File: config.mk
export PLATFORM = sky130hd
export DESIGN_NAME = pwf_host
export DESIGN_NICKNAME = d
export VERILOG_FILES = /design/src/inc/pwf_pkg.sv /design/src/inc/pwf_cyc_if.sv /design/src/logic/pwf_cycle.sv /design/src/logic/pwf_host.sv
export SDC_FILE = /design/constraint.sdc
export NUM_CORES = 1
export LEC_CHECK = 0
export BUFFER_PORTS_ARGS = -buffer_cell sky130_fd_sc_hd__buf_4
export CORE_MARGIN = 2
export CORE_UTILIZATION = 55
export DETAILED_ROUTE_END_ITERATION = 16
export MAX_ROUTING_LAYER = met4
export PLACE_DENSITY = 0.75
export SETUP_SLACK_MARGIN = 0.5
export SLEW_MARGIN = 20
export SYNTH_ARGS = -nofsm -noshare
export SYNTH_HDL_FRONTEND = slang
export SYNTH_HIERARCHICAL = 1
export SYNTH_SLANG_ARGS = --single-unit
File: constraint.sdc
create_clock -name aclk -period 3.3 [get_ports aclk]
set_input_delay 0.66 -clock aclk [delete_from_list [all_inputs] [get_ports aclk]]
set_output_delay 0.66 -clock aclk [all_outputs]
set_load 0.01 [all_outputs]
File: src/inc/pwf_pkg.sv
// Package for the page-write flash host controller.
// Assumes a 50 MHz aclk; all timing counts derive from it here.
package pwf_pkg;
   // Clock period in ns
   localparam int CLK_NS = 20;
   // Load window, microseconds, and its least-time cycle count
   localparam int LOAD_WINDOW_US = 200;
   localparam int LOAD_WINDOW_CYC = (LOAD_WINDOW_US * 1000) / CLK_NS;
   // Pause after every command op, identification and others, microseconds
   localparam int ID_PAUSE_US = 10;
   localparam int ID_PAUSE_CYC = (ID_PAUSE_US * 1000 + CLK_NS - 1) / CLK_NS;
   // Power-on delay, milliseconds
   localparam int PWRON_MS = 5;
   localparam int PWRON_CYC = (PWRON_MS * 1000000 + CLK_NS - 1) / CLK_NS;
   // Least strobe width, ns, rounded up to cycles (kept above glitch limit)
   localparam int GLITCH_NS = 15;
   localparam int STROBE_CYC = (GLITCH_NS + CLK_NS - 1) / CLK_NS + 1;
   // Page geometry
   localparam int PAGE_WORDS = 128;
   localparam int WORD_BITS = 7;
   // Erased word value
   localparam logic [15:0] ERASED = 16'hFFFF;
   // Command addresses
   localparam logic [15:0] CA_5555 = 16'h5555;
   localparam logic [15:0] CA_2AAA = 16'h2AAA;
   // Command data words
   localparam logic [15:0] CD_AA = 16'hAAAA;
   localparam logic [15:0] CD_55 = 16'h5555;
   localparam logic [15:0] CD_A0 = 16'hA0A0;
   localparam logic [15:0] CD_80 = 16'h8080;
   localparam logic [15:0] CD_20 = 16'h2020;
   localparam logic [15:0] CD_10 = 16'h1010;
   localparam logic [15:0] CD_90 = 16'h0090;
   localparam logic [15:0] CD_60 = 16'h0060;
   localparam logic [15:0] CD_F0 = 16'h00F0;
   localparam logic [15:0] CD_ID_AA = 16'h00AA;
   localparam logic [15:0] CD_ID_55 = 16'h0055;
   localparam logic [15:0] CD_ID_80 = 16'h0080;
   // Identification word addresses
   localparam logic [15:0] ID_MAKER_ADDR = 16'h0000;
   localparam logic [15:0] ID_PART_ADDR = 16'h0001;
   // Status bit positions
   localparam int POLL_LO = 7;
   localparam int POLL_HI = 15;
   localparam int TOG_LO = 6;
   localparam int TOG_HI = 14;
   // Register byte offsets
   localparam logic [4:0] R_CTRL = 5'h00;
   localparam logic [4:0] R_ADDR = 5'h04;
   localparam logic [4:0] R_WDATA = 5'h08;
   localparam logic [4:0] R_STAT = 5'h0C;
   localparam logic [4:0] R_RDATA = 5'h10;
   // Command codes written to CTRL[3:0]
   typedef enum logic [3:0] {
      PWF_OP_NONE = 4'h0,
      PWF_OP_READ = 4'h1,
      PWF_OP_LOAD = 4'h2,
      PWF_OP_PROT_ON = 4'h3,
      PWF_OP_PROT_OFF = 4'h4,
      PWF_OP_ERASE = 4'h5,
      PWF_OP_ID3 = 4'h6,
      PWF_OP_ID6 = 4'h7,
      PWF_OP_ID_EXIT = 4'h8
   } pwf_op_t;
   // Status bit positions
   localparam int ST_BUSY = 0;
   localparam int ST_DONE = 1;
   localparam int ST_READY = 2;
   localparam int ST_ERR = 3;
   // AXI response codes
   localparam logic [1:0] RESP_OK = 2'h0;
   localparam logic [1:0] RESP_SLVERR = 2'h2;
endpackage

File: src/inc/pwf_cyc_if.sv
// Carrier between the sequencer and the bus cycle engine.
// Assumes both sides run on aclk.
`timescale 1ns/1ns
`default_nettype none
interface pwf_cyc_if;
   logic req; // One-cycle start of a pin cycle
   logic wr; // High for write, low for read
   logic [15:0] addr; // Word address
   logic [15:0] wdata; // Write data
   logic [15:0] rdata; // Captured read data
   logic done; // One-cycle end of cycle
   modport seq (output req, output wr, output addr, output wdata,
      input rdata, input done);
   modport eng (input req, input wr, input addr, input wdata,
      output rdata, output done);
endinterface
`default_nettype wire

File: src/logic/pwf_cycle.sv
// Single pin cycle engine: one read or one write on the flash pins.
// Assumes dq input is asynchronous; it is sampled through three flops.
`timescale 1ns/1ns
`default_nettype none
module pwf_cycle #(
   parameter int STROBE = pwf_pkg::STROBE_CYC
) (
   input wire logic aclk,
   input wire logic aresetn,
   input wire logic ce,
   pwf_cyc_if.eng cyc,
   output logic chip_sel_n,
   output logic out_gate_n,
   output logic wr_strobe_n,
   output logic [15:0] addr_pin,
   output logic [15:0] dq_out,
   output logic dq_oe_n,
   input wire logic [15:0] dq_in
);
   typedef enum logic [1:0] {PWF_C_IDLE, PWF_C_SETUP, PWF_C_PULSE,
      PWF_C_HOLD} pwf_cst_t;
   pwf_cst_t st; // Cycle state
   logic [7:0] cnt; // Strobe width counter
   logic [15:0] s1, s2, s3; // Data input synchroniser
   logic [15:0] dq_sync; // Settled data word

   // Three-stage data sampling
   always_ff @(posedge aclk) begin
      if (!aresetn) begin
         s1 <= 16'h0000;
         s2 <= 16'h0000;
         s3 <= 16'h0000;
         dq_sync <= 16'h0000;
      end else if (ce) begin
         s1 <= dq_in;
         s2 <= s1;
         s3 <= s2;
         // A change counts only once the last two stages agree
         if (s2 == s3) begin
            dq_sync <= s3;
         end
      end
   end

   // Cycle sequence; address is set a cycle before the strobes fall,
   // so the device latches it on the first falling strobe
   always_ff @(posedge aclk) begin
      if (!aresetn) begin
         st <= PWF_C_IDLE;
         cnt <= 8'h00;
         chip_sel_n <= 1'b1;
         out_gate_n <= 1'b1;
         wr_strobe_n <= 1'b1;
         addr_pin <= 16'h0000;
         dq_out <= 16'h0000;
         dq_oe_n <= 1'b1;
         cyc.done <= 1'b0;
         cyc.rdata <= 16'h0000;
      end else if (ce) begin
         cyc.done <= 1'b0;
         unique case (st)
            PWF_C_IDLE: begin
               if (cyc.req) begin
                  addr_pin <= cyc.addr;
                  dq_out <= cyc.wdata;
                  // Output gate stays high through a write
                  dq_oe_n <= !cyc.wr;
                  out_gate_n <= 1'b1;
                  st <= PWF_C_SETUP;
               end
            end
            PWF_C_SETUP: begin
               chip_sel_n <= 1'b0;
               wr_strobe_n <= !cyc.wr;
               out_gate_n <= cyc.wr;
               cnt <= 8'h00;
               st <= PWF_C_PULSE;
            end
            PWF_C_PULSE: begin
               // Strobe stays well above the glitch limit; reads
               // wait three more cycles for the synchroniser
               cnt <= cnt + 8'h01;
               if (cnt == 8'(cyc.wr ? STROBE : STROBE + 3)) begin
                  cyc.rdata <= dq_sync;
                  chip_sel_n <= 1'b1;
                  wr_strobe_n <= 1'b1;
                  out_gate_n <= 1'b1;
                  st <= PWF_C_HOLD;
               end
            end
            PWF_C_HOLD: begin
               dq_oe_n <= 1'b1;
               cyc.done <= 1'b1;
               st <= PWF_C_IDLE;
            end
         endcase
      end
   end

   a_write_gate_high: assert property (@(posedge aclk) disable iff (!aresetn)
      !wr_strobe_n |-> out_gate_n && !chip_sel_n)
      else $error("write strobe low while output gate low");
   a_strobe_width: assert property (@(posedge aclk) disable iff (!aresetn)
      $fell(wr_strobe_n) && ce |-> !wr_strobe_n [*2])
      else $error("write strobe pulse too short");
   a_read_drive_off: assert property (@(posedge aclk) disable iff (!aresetn)
      !out_gate_n |-> dq_oe_n)
      else $error("host drives data while device reads out");
endmodule
`default_nettype wire

File: src/logic/pwf_host.sv
// Host controller for a word-wide page-write flash.
// Assumes AXI4-Lite software access and an asynchronous device.
//
// Local design decisions: the AXI4-Lite register port and the register offsets.
`timescale 1ns/1ns
`default_nettype none
module pwf_host #(
   parameter int LOAD_WIN = pwf_pkg::LOAD_WINDOW_CYC,
   parameter int PWRON = pwf_pkg::PWRON_CYC,
   parameter int ID_PAUSE = pwf_pkg::ID_PAUSE_CYC
) (
   input wire logic aclk,
   input wire logic aresetn,
   input wire logic clk_en,
   input wire logic [4:0] s_axi_awaddr,
   input wire logic s_axi_awvalid,
   output logic s_axi_awready,
   input wire logic [31:0] s_axi_wdata,
   input wire logic [3:0] s_axi_wstrb,
   input wire logic s_axi_wvalid,
   output logic s_axi_wready,
   output logic [1:0] s_axi_bresp,
   output logic s_axi_bvalid,
   input wire logic s_axi_bready,
   input wire logic [4:0] s_axi_araddr,
   input wire logic s_axi_arvalid,
   output logic s_axi_arready,
   output logic [31:0] s_axi_rdata,
   output logic [1:0] s_axi_rresp,
   output logic s_axi_rvalid,
   input wire logic s_axi_rready,
   output logic chip_sel_n,
   output logic out_gate_n,
   output logic wr_strobe_n,
   output logic [15:0] addr_pin,
   output logic [15:0] dq_out,
   output logic dq_oe_n,
   input wire logic [15:0] dq_in,
   output logic id_high_voltage_pin
);
   pwf_cyc_if cyc();
   // Sequencer states
   typedef enum logic [2:0] {PWF_S_IDLE, PWF_S_CMD, PWF_S_WAIT,
      PWF_S_READ, PWF_S_PAUSE} pwf_sst_t;
   pwf_sst_t st; // Sequencer state
   logic [3:0] ctrl_op; // Pending operation
   logic id_hv; // Hardware id request bit
   logic [15:0] op_addr; // Target word address
   logic [15:0] op_wdata; // Target write data
   logic [15:0] rdata; // Last read data
   logic busy, done, err; // Status
   logic [2:0] step; // Command word index
   logic [2:0] nsteps; // Prefix length
   logic [31:0] pwr_cnt; // Power-on delay count
   logic pwr_ok; // Delay elapsed
   logic [31:0] win_cnt; // Cycles since last load
   logic page_open; // A page load is under way
   logic [8:0] page_tag; // Page address of open page
   logic [31:0] pause_cnt; // Pause after every command op
   logic aw_hold, w_hold; // Captured write channels
   logic [4:0] aw_a;
   logic [31:0] w_d;
   logic start; // One-cycle op start

   // Command word table: address and data for step i of op
   function automatic logic [31:0] cmd_word(input logic [3:0] op,
      input logic [2:0] i);
      logic [15:0] a, d;
      a = (i == 3'd1 || i == 3'd4) ? pwf_pkg::CA_2AAA : pwf_pkg::CA_5555;
      d = (i == 3'd1 || i == 3'd4) ? pwf_pkg::CD_55 : pwf_pkg::CD_AA;
      if (op >= 4'(pwf_pkg::PWF_OP_ID3)) begin
         d = (i == 3'd1 || i == 3'd4) ? pwf_pkg::CD_ID_55 : pwf_pkg::CD_ID_AA;
      end
      if (i == 3'd2) begin
         unique case (op)
            4'(pwf_pkg::PWF_OP_LOAD): d = pwf_pkg::CD_A0;
            4'(pwf_pkg::PWF_OP_PROT_ON): d = pwf_pkg::CD_A0;
            4'(pwf_pkg::PWF_OP_ID3): d = pwf_pkg::CD_90;
            4'(pwf_pkg::PWF_OP_ID6): d = pwf_pkg::CD_ID_80;
            4'(pwf_pkg::PWF_OP_ID_EXIT): d = pwf_pkg::CD_F0;
            default: d = pwf_pkg::CD_80;
         endcase
      end
      if (i == 3'd5) begin
         unique case (op)
            4'(pwf_pkg::PWF_OP_PROT_OFF): d = pwf_pkg::CD_20;
            4'(pwf_pkg::PWF_OP_ERASE): d = pwf_pkg::CD_10;
            default: d = pwf_pkg::CD_60;
         endcase
      end
      return {a, d};
   endfunction

   // Prefix length per operation
   function automatic logic [2:0] prefix_len(input logic [3:0] op);
      unique case (op)
         4'(pwf_pkg::PWF_OP_PROT_OFF), 4'(pwf_pkg::PWF_OP_ERASE),
         4'(pwf_pkg::PWF_OP_ID6): return 3'd6;
         4'(pwf_pkg::PWF_OP_PROT_ON), 4'(pwf_pkg::PWF_OP_ID3),
         4'(pwf_pkg::PWF_OP_ID_EXIT): return 3'd3;
         // Loads prefix when no page is open, since protection may be on
         4'(pwf_pkg::PWF_OP_LOAD): return 3'd3;
         default: return 3'd0;
      endcase
   endfunction

   // Power-on delay before any write
   always_ff @(posedge aclk) begin
      if (!aresetn) begin
         pwr_cnt <= 32'h0;
         pwr_ok <= 1'b0;
      end else if (clk_en && !pwr_ok) begin
         pwr_cnt <= pwr_cnt + 32'h1;
         pwr_ok <= (pwr_cnt >= 32'(PWRON));
      end
   end

   // Load window timer; lapse closes the page
   always_ff @(posedge aclk) begin
      if (!aresetn) begin
         win_cnt <= 32'h0;
      end else if (clk_en) begin
         if (cyc.done && cyc.wr) begin
            win_cnt <= 32'h0;
         end else if (page_open) begin
            win_cnt <= win_cnt + 32'h1;
         end
      end
   end

   // AXI write channels, taken in either order
   always_ff @(posedge aclk) begin
      if (!aresetn) begin
         aw_hold <= 1'b0;
         w_hold <= 1'b0;
         aw_a <= 5'h00;
         w_d <= 32'h0;
         s_axi_awready <= 1'b1;
         s_axi_wready <= 1'b1;
         s_axi_bvalid <= 1'b0;
         s_axi_bresp <= pwf_pkg::RESP_OK;
         ctrl_op <= 4'(pwf_pkg::PWF_OP_NONE);
         id_hv <= 1'b0;
         op_addr <= 16'h0000;
         op_wdata <= 16'h0000;
         start <= 1'b0;
      end else if (clk_en) begin
         start <= 1'b0;
         if (s_axi_awvalid && s_axi_awready) begin
            aw_hold <= 1'b1;
            aw_a <= s_axi_awaddr;
            s_axi_awready <= 1'b0;
         end
         if (s_axi_wvalid && s_axi_wready) begin
            w_hold <= 1'b1;
            w_d <= s_axi_wdata;
            s_axi_wready <= 1'b0;
         end
         if (aw_hold && w_hold && !s_axi_bvalid) begin
            aw_hold <= 1'b0;
            w_hold <= 1'b0;
            s_axi_bvalid <= 1'b1;
            s_axi_bresp <= pwf_pkg::RESP_OK;
            unique case (aw_a)
               pwf_pkg::R_CTRL: begin
                  id_hv <= w_d[4];
                  if (!busy && w_d[3:0] != 4'(pwf_pkg::PWF_OP_NONE)) begin
                     ctrl_op <= w_d[3:0];
                     start <= 1'b1;
                  end
               end
               pwf_pkg::R_ADDR: op_addr <= w_d[15:0];
               pwf_pkg::R_WDATA: op_wdata <= w_d[15:0];
               pwf_pkg::R_STAT, pwf_pkg::R_RDATA: ;
               default: s_axi_bresp <= pwf_pkg::RESP_SLVERR;
            endcase
         end
         if (s_axi_bvalid && s_axi_bready) begin
            s_axi_bvalid <= 1'b0;
            s_axi_awready <= 1'b1;
            s_axi_wready <= 1'b1;
         end
      end
   end

   // AXI read channel
   always_ff @(posedge aclk) begin
      if (!aresetn) begin
         s_axi_arready <= 1'b1;
         s_axi_rvalid <= 1'b0;
         s_axi_rdata <= 32'h0;
         s_axi_rresp <= pwf_pkg::RESP_OK;
      end else if (clk_en) begin
         if (s_axi_arvalid && s_axi_arready) begin
            s_axi_arready <= 1'b0;
            s_axi_rvalid <= 1'b1;
            s_axi_rresp <= pwf_pkg::RESP_OK;
            unique case (s_axi_araddr)
               pwf_pkg::R_CTRL: s_axi_rdata <= {27'h0, id_hv, ctrl_op};
               pwf_pkg::R_ADDR: s_axi_rdata <= {16'h0, op_addr};
               pwf_pkg::R_WDATA: s_axi_rdata <= {16'h0, op_wdata};
               pwf_pkg::R_STAT: s_axi_rdata <= {28'h0, err, pwr_ok, done,
                  busy};
               pwf_pkg::R_RDATA: s_axi_rdata <= {16'h0, rdata};
               default: begin
                  s_axi_rdata <= 32'h0;
                  s_axi_rresp <= pwf_pkg::RESP_SLVERR;
               end
            endcase
         end else if (s_axi_rvalid && s_axi_rready) begin
            s_axi_rvalid <= 1'b0;
            s_axi_arready <= 1'b1;
         end
      end
   end

   // Operation sequencer: command prefix, data word, read, pauses
   always_ff @(posedge aclk) begin
      if (!aresetn) begin
         st <= PWF_S_IDLE;
         busy <= 1'b0;
         done <= 1'b0;
         err <= 1'b0;
         step <= 3'd0;
         nsteps <= 3'd0;
         page_open <= 1'b0;
         page_tag <= 9'h000;
         pause_cnt <= 32'h0;
         rdata <= 16'h0000;
         cyc.req <= 1'b0;
         cyc.wr <= 1'b0;
         cyc.addr <= 16'h0000;
         cyc.wdata <= 16'h0000;
         id_high_voltage_pin <= 1'b0;
      end else if (clk_en) begin
         cyc.req <= 1'b0;
         id_high_voltage_pin <= id_hv;
         if (page_open && win_cnt >= 32'(LOAD_WIN)) begin
            page_open <= 1'b0;
         end
         unique case (st)
            PWF_S_IDLE: begin
               if (start) begin
                  done <= 1'b0;
                  err <= 1'b0;
                  busy <= 1'b1;
                  step <= 3'd0;
                  nsteps <= prefix_len(ctrl_op);
                  if (ctrl_op == 4'(pwf_pkg::PWF_OP_READ)) begin
                     cyc.req <= 1'b1;
                     cyc.wr <= 1'b0;
                     cyc.addr <= op_addr;
                     st <= PWF_S_READ;
                  end else if (!pwr_ok || prefix_len(ctrl_op) == 3'd0 ||
                     (page_open && (ctrl_op != 4'(pwf_pkg::PWF_OP_LOAD) ||
                     op_addr[15:pwf_pkg::WORD_BITS] != page_tag))) begin
                     // Refuse unknown ops; no page mixing, and no
                     // command words into an open page either
                     err <= 1'b1;
                     busy <= 1'b0;
                  end else begin
                     st <= PWF_S_CMD;
                  end
               end
            end
            PWF_S_CMD: begin
               cyc.req <= 1'b1;
               cyc.wr <= 1'b1;
               if (step < nsteps && !(page_open &&
                  ctrl_op == 4'(pwf_pkg::PWF_OP_LOAD))) begin
                  {cyc.addr, cyc.wdata} <= cmd_word(ctrl_op, step);
               end else begin
                  // Data word: low bits pick the slot
                  cyc.addr <= op_addr;
                  cyc.wdata <= op_wdata;
                  step <= 3'd7;
               end
               st <= PWF_S_WAIT;
            end
            PWF_S_WAIT: begin
               if (cyc.done) begin
                  if (step == 3'd7) begin
                     page_open <= 1'b1;
                     page_tag <= op_addr[15:pwf_pkg::WORD_BITS];
                     busy <= 1'b0;
                     done <= 1'b1;
                     st <= PWF_S_IDLE;
                  end else if (step + 3'd1 == nsteps &&
                     ctrl_op != 4'(pwf_pkg::PWF_OP_LOAD)) begin
                     pause_cnt <= 32'h0;
                     st <= PWF_S_PAUSE;
                  end else begin
                     step <= step + 3'd1;
                     st <= PWF_S_CMD;
                  end
               end
            end
            PWF_S_READ: begin
               if (cyc.done) begin
                  rdata <= cyc.rdata;
                  busy <= 1'b0;
                  done <= 1'b1;
                  st <= PWF_S_IDLE;
               end
            end
            PWF_S_PAUSE: begin
               // Pause after every command op, id and others; erase and protect
               // completion are polled by software reads
               pause_cnt <= pause_cnt + 32'h1;
               if (pause_cnt >= 32'(ID_PAUSE)) begin
                  busy <= 1'b0;
                  done <= 1'b1;
                  st <= PWF_S_IDLE;
               end
            end
            default: st <= PWF_S_IDLE;
         endcase
      end
   end

   // Pin cycle engine
   pwf_cycle pwf_cycle_inst (
      .aclk(aclk),
      .aresetn(aresetn),
      .ce(clk_en),
      .cyc(cyc),
      .chip_sel_n(chip_sel_n),
      .out_gate_n(out_gate_n),
      .wr_strobe_n(wr_strobe_n),
      .addr_pin(addr_pin),
      .dq_out(dq_out),
      .dq_oe_n(dq_oe_n),
      .dq_in(dq_in)
   );

   a_no_write_early: assert property (@(posedge aclk) disable iff (!aresetn)
      !pwr_ok |-> wr_strobe_n)
      else $error("write issued before power-on delay");
   a_page_lapse: assert property (@(posedge aclk) disable iff (!aresetn)
      clk_en && page_open && !cyc.done && win_cnt >= 32'(LOAD_WIN)
      |=> !page_open)
      else $error("page stayed open past load window");
   a_page_same: assert property (@(posedge aclk) disable iff (!aresetn)
      page_open && $past(page_open) && clk_en |-> $stable(page_tag))
      else $error("page address changed inside page");
   a_cmd_first: assert property (@(posedge aclk) disable iff (!aresetn)
      st == PWF_S_CMD && step == 3'd0 && nsteps != 3'd0 && !page_open
      |=> cyc.addr == pwf_pkg::CA_5555)
      else $error("command prefix not at first command address");
   a_busy_done: assert property (@(posedge aclk) disable iff (!aresetn)
      done |-> !busy)
      else $error("done and busy together");
endmodule
`default_nettype wire
# [Word-level counts from Yosys, hierarchy flattened]
# Index checks and enable logic that the tools add are counted.
[word_totals] ff_bits=399 inputBits=70 wordCells=285
[op_classes] n_addsub=5 order_cmp=5 n_eq_ne=46 mux=99 n_reduce_logical=81
[ops] operator="$mux 32" n=5
[ops] operator="$mux 16" n=8
[ops] operator="$add 32x1->32 const B" n=3
[ops] operator="$pmux 16 s5" n=1
[ops] operator="$pmux 16 s4" n=1
[ops] operator="$pmux 32 s2" n=1
[ops] operator="$mux 3" n=19
[ops] operator="$mux 1" n=43
[ops] operator="$ge 32x14->1 const B" n=1
[ops] operator="$ge 32x18->1 const B" n=1
[ops] operator="$ge 32x9->1 const B" n=1
[ops] operator="$pmux 16 s2" n=1
[ops] operator="$reduce_and 3->1" n=10
[ops] operator="$pmux 14 s2" n=1
[ops] operator="$reduce_and 2->1" n=14
[ops] operator="$reduce_bool 2->1" n=11
[ops] operator="$eq 5x4->1 const B" n=4
[ops] operator="$ne 2x2->1 const B" n=9
[ops] operator="$eq 16x16->1" n=1
[ops] operator="$eq 4x3->1 const B" n=4
[ops] operator="$pmux 8 s2" n=1
[ops] operator="$reduce_and 4->1" n=4
[ops] operator="$logic_and 1x1->1" n=15
[ops] operator="$mux 15" n=1
[ops] operator="other kinds (43)" n=76

# [Logic depth before layout (Yosys ltp)]
[depth] depth_word=15 mapped_depth=9

# [Modules after synthesis]
# The synthesis kept the hierarchy.
[modules_own_cells] mod="pwf_host" instances=1 cells_per_inst=1393 area_per_inst_um2=11793.8 seq_area_each_um2=5084.9
[modules_own_cells] mod="pwf_cycle" instances=1 cells_per_inst=527 area_per_inst_um2=4874.7 seq_area_each_um2=2542.4

# [Worst setup path before layout]
# Ideal clock, no wire load.
[synth_path] kind="register -> register" start="register step[0]" end="register pause_cnt[13]" arrival_time_ns=2.299 required_ns=3.228 setup_slack_ns=0.929 stages_incl_launch_ff=9 path_buffers=1 path_cell_list="dfxtp_1 -> inv_1 -> ha_1 -> xor2_1 -> nor4_2 -> a21oi_1 -> clkbuf_1 -> nor4_1 -> mux2i_1"
[synth_via] elab_chain_len=5 word_cells_on_any_way=7
[synth_rtl] item="start: declaration" line_no="pwf_host.sv:52" source="logic [2:0] step;"
[synth_rtl] item="start signal: assignment" line_no="pwf_host.sv:293" source="step <= step + 3'd1;"
[synth_rtl] item="$add 3x1->3" line_no="pwf_host.sv:288" source="end else if (step + 3'd1 == nsteps &&"
[synth_rtl] item="$eq 3x3->1" line_no="pwf_host.sv:288"
[synth_rtl] item="$logic_and 1x1->1" line_no="pwf_host.sv:288"
[synth_rtl] item="$ne 2x2->1 (no source line)"
[synth_rtl] item="$reduce_and 5->1 (no source line) (*)"
[synth_rtl] item="end signal: assignment" line_no="pwf_host.sv:309" source="pause_cnt <= pause_cnt + 32'h1;"
[synth_rtl] item="end: declaration" line_no="pwf_host.sv:59" source="logic [31:0] pause_cnt;"
# Mark *: on every way between the ends. The rest lies on a longest branch, timed or not.
# A chain may end at the register's enable or synchronous reset.

# [Worst setup path after layout]
[layout_path] start="register cyc.wr" end="register win_cnt[29]"
[layout_via] elab_chain_len=3 word_cells_on_any_way=4
[layout_rtl] item="start: declaration" line_no="pwf_cyc_if.sv:7" source="logic wr;"
[layout_rtl] item="start signal: assignment" line_no="pwf_host.sv:231" source="cyc.wr <= 1'b0;"
[layout_rtl] item="start signal: assignment" line_no="pwf_host.sv:251" source="cyc.wr <= 1'b0;"
[layout_rtl] item="start signal: assignment" line_no="pwf_host.sv:268" source="cyc.wr <= 1'b1;"
[layout_rtl] item="$logic_and 1x1->1 (*)" line_no="pwf_host.sv:123" source="if (cyc.done && cyc.wr) begin"
[layout_rtl] item="$reduce_bool 2->1 (no source line)"
[layout_rtl] item="$reduce_and 2->1 (no source line)"
[layout_rtl] item="end signal: assignment" line_no="pwf_host.sv:126" source="win_cnt <= win_cnt + 32'h1;"
[layout_rtl] item="end: declaration" line_no="pwf_host.sv:56" source="logic [31:0] win_cnt;"
# Marks and branches as above.

==> results.json <==
{
  "fmax_ghz": 0.380,
  "cp.required_ns": 3.76,
  "regArea_mm2": 0.00763,
  "hold_path_startpoint": "dq_in[12]",
  "synth_area_leader_cell": "dfxtp_1",
  "finish.instance_area_mm2": 0.0190,
  "status": "completed",
  "fin_tns_setup_ns": 0,
  "overflow": 0,
  "yosys_warnings": 6,
  "max_slew.worst_pin.slew_ns": 0.918,
  "crit_start": "cyc.wr",
  "fin_total_pwr_uw": 9550,
  "postCtsHoldBufs": 0,
  "clk_latency_ns": 0.53,
  "syn_area_per_cell_um2": 8.68,
  "netlist_area_mm2": 0.0167,
  "multi_input_area_mm2": 0.00834,
  "switchingPower_uw": 2080,
  "grt_max_degree": 83,
  "min_path_type": "input pin to register",
  "fill_cells": 2478,
  "clock-sinks": 381,
  "drt-initial-drc-count": 1009,
  "layout.nets": 2080,
  "track_usage": 0.248,
  "grt_pass1_vias": 12700,
  "p_comb_frac": 0.039,
  "utilization": 0.641,
  "cts_tree": "yes",
  "die_height_um": 178,
  "period_needed_ns": 2.63,
  "power_density_mw_per_mm2": 502,
  "power_frac_seq": 0.490,
  "antennaDiodeCount": 0,
  "synth_edf_count": 0,
  "criticalPathCategory": "register to register",
  "swShare": 0.218,
  "drc": 0,
  "clk_path_buf_depth": 3,
  "yosys-top-cells-area": "dfxtp_1 (46%), mux2i_1 (9.6%), nand2_1 (5.4%)",
  "postCtsSetupBuffers": 0,
  "ctsResizeCount": 0,
  "ys_ff_latch": 381,
  "rows": 63,
  "clock-skew-final_ns": 0.0136,
  "arrival_ns": 3.09,
  "vias": 13600,
  "p_int_uw": 7470,
  "drv_slew": 0,
  "layout-drive-gt1-share": 0.113,
  "async_flop_share": 0,
  "wire_per_inst_um": 16.2,
  "firstDrtPassIters": 7,
  "cp_max_fo": 13,
  "max-slew-margin-rel": 0.388,
  "yosysSeqAreaShare": 0.458,
  "final_cells": 2409,
  "cp-start-kind": "register",
  "antenna_found_initial": 0,
  "cts-htree-levels": 2,
  "total_leakage_power_uw": 0.00754,
  "gp_congestion": 0.924,
  "syn_inst": 1920,
  "vias_per_cell": 5.66,
  "cp-end-kind": "register",
  "cap_violations": 0,
  "peakVddDrop_uv": 329,
  "place_area_mm2": 0.0177,
  "yosysMostFrequentCell": "dfxtp_1",
  "setup_viol": 0,
  "synthFlopType": "dfxtp_1",
  "start_util": 0.561,
  "rsz0062_at_grt": "false",
  "dieWidth_um": 178,
  "dp_cells": 2340,
  "ant_nets": 0,
  "wirelength_um": 38900,
  "hpwlAfterDp_um": 26900,
  "cts_root_buffer": "clkbuf_16",
  "yosysUniqueCellTypes": 73,
  "hold_violations": 0,
  "portBuffers": 109,
  "r2r_start": "cyc.wr",
  "core_mm2": 0.0297,
  "timing.final.crit_share": 0.797,
  "syn_to_final_growth_pct": 14.2,
  "cts-buffers-inserted": 39,
  "yosysTopAreaCellShare": 0.458,
  "clk_pin_slew_ns": 0.06,
  "clkPwrFrac": 0.471,
  "dieArea_mm2": 0.0317,
  "grt_pass1_wl_um": 62900,
  "ios": 148,
  "ys_top_cells_by_count": "dfxtp_1 (381), nand2_1 (241), nor2_1 (215)"
}
## per-layer routing
layer  track usage  wire, um  part of all wire  up-vias
li1              -         -                 -     6829
met1         0.325     17800              0.46     6423
met2         0.399     18100              0.46      324
met3        0.0360      2200             0.057       56
met4        0.0693       822             0.021        0
met5             -         0                 0        -
## final cells by class
| class | instances | share of cell area |
|---|---|---|
| Sequential cell | 381 | 0.401 |
| Inverter | 41 | 0.00828 |
| Timing Repair Buffer | 146 | 0.0576 |
| Tap cell | 390 | 0.0256 |
| Multi-Input combinational cell | 1382 | 0.438 |
| Clock inverter | 7 | 0.00526 |
| Clock buffer | 62 | 0.0643 |
## cell usage in the layout (no fill, tap or decap), types with 6 or more instances in the layout
| cell | synthesis | final |
|---|---|---|
| buf_4 | 20 | 146 |
| clkbuf_1 | 87 | 8 |
| inv_1 | 40 | 39 |
| nand4_1 | 39 | 39 |
| nor4_1 | 32 | 32 |
| or3_1 | 19 | 19 |
| nor2b_1 | 11 | 11 |
| o21a_1 | 6 | 6 |
| ha_1 | 19 | 19 |
| dfxtp_1 | 381 | 381 |
| o32ai_1 | 8 | 8 |
| and4_1 | 8 | 8 |
| nor3_1 | 38 | 37 |
| xnor2_1 | 43 | 43 |
| clkbuf_16 | 0 | 40 |
| o31ai_1 | 7 | 7 |
| and3_1 | 13 | 13 |
| nand2b_1 | 38 | 38 |
| mux2i_1 | 160 | 160 |
| nand3b_1 | 6 | 6 |
| o21ai_0 | 65 | 65 |
| a222oi_1 | 16 | 16 |
| xor2_1 | 29 | 29 |
| a21o_1 | 9 | 9 |
| or4_1 | 11 | 11 |
| conb_1 | 1 | 18 |
| nand2_1 | 241 | 241 |
| and2_1 | 11 | 11 |
| nor2_1 | 215 | 215 |
| a21oi_1 | 165 | 164 |
| nand3_1 | 62 | 62 |
| clkbuf_8 | 0 | 14 |
| a31oi_1 | 6 | 6 |
| a2bb2oi_1 | 11 | 11 |
## worst paths after layout
kind	end	cells past startpoint	slack [ns]
max	win_cnt[29]	5	0.67
min reg2reg	pwf_cycle_inst/addr_pin[10]	2	0.45
max reg2reg	win_cnt[29]	5	0.67
min	pwf_cycle_inst/s1[12]	3	0.36
## flip-flops by register name, summed over array words and instances, names as in the netlist, 4 cells and up
register / cells
pause_cnt: 32
pwr_cnt: 32
win_cnt: 32
cyc.addr: 16
cyc.wdata: 16
op_addr: 16
op_wdata: 16
pwf_cycle_inst/addr_pin: 16
pwf_cycle_inst/cyc.rdata: 16
pwf_cycle_inst/dq_out: 16
pwf_cycle_inst/dq_sync: 16
pwf_cycle_inst/s1: 16
pwf_cycle_inst/s2: 16
pwf_cycle_inst/s3: 16
rdata: 16
s_axi_rdata: 16
w_d: 16
page_tag: 9
pwf_cycle_inst/cnt: 8
aw_a: 5
ctrl_op: 4
## metrics by stage
stage          hold WS, ns  setup slack [ns]
3_3_place_gp         0.442             0.539
3_5_place_dp         0.445             0.514
4_1_cts              0.339             0.672
5_1_grt              0.350             0.542
2_1_floorplan        0.429             0.929
6_report             0.363             0.671
## cells by family (layout without fill, tap and decap cells)
logic type      after synthesis  after routing  synth area share
compound gates              338            338             0.124
xor+xnor                     72             72            0.0378
fa+ha+maj                    19             19            0.0143
buf+inv                     174            256            0.0466
flops                       381            381             0.458
mux                         160            160            0.0961
other cells                   1             18          0.000225
simple gates                775            775             0.224
## worst max-delay path: stages, from the launching register on
cell and delay [ns]:
dfxtp_1 0.53, a21oi_1 0.19, or3_1 0.62, or4_1 0.70, or3_1 0.39, a21oi_1 0.14
## power groups by stage
stage	combinational [uW]	sequential (uW)	clock [uW]
after floorplan	270	4770	0
after global placement	363	4780	0
after detailed placement	371	4780	0
after CTS	373	4680	4570
after global routing	411	4680	4770
final	373	4680	4500
Note: power is estimated with default switching activity, not from simulation.
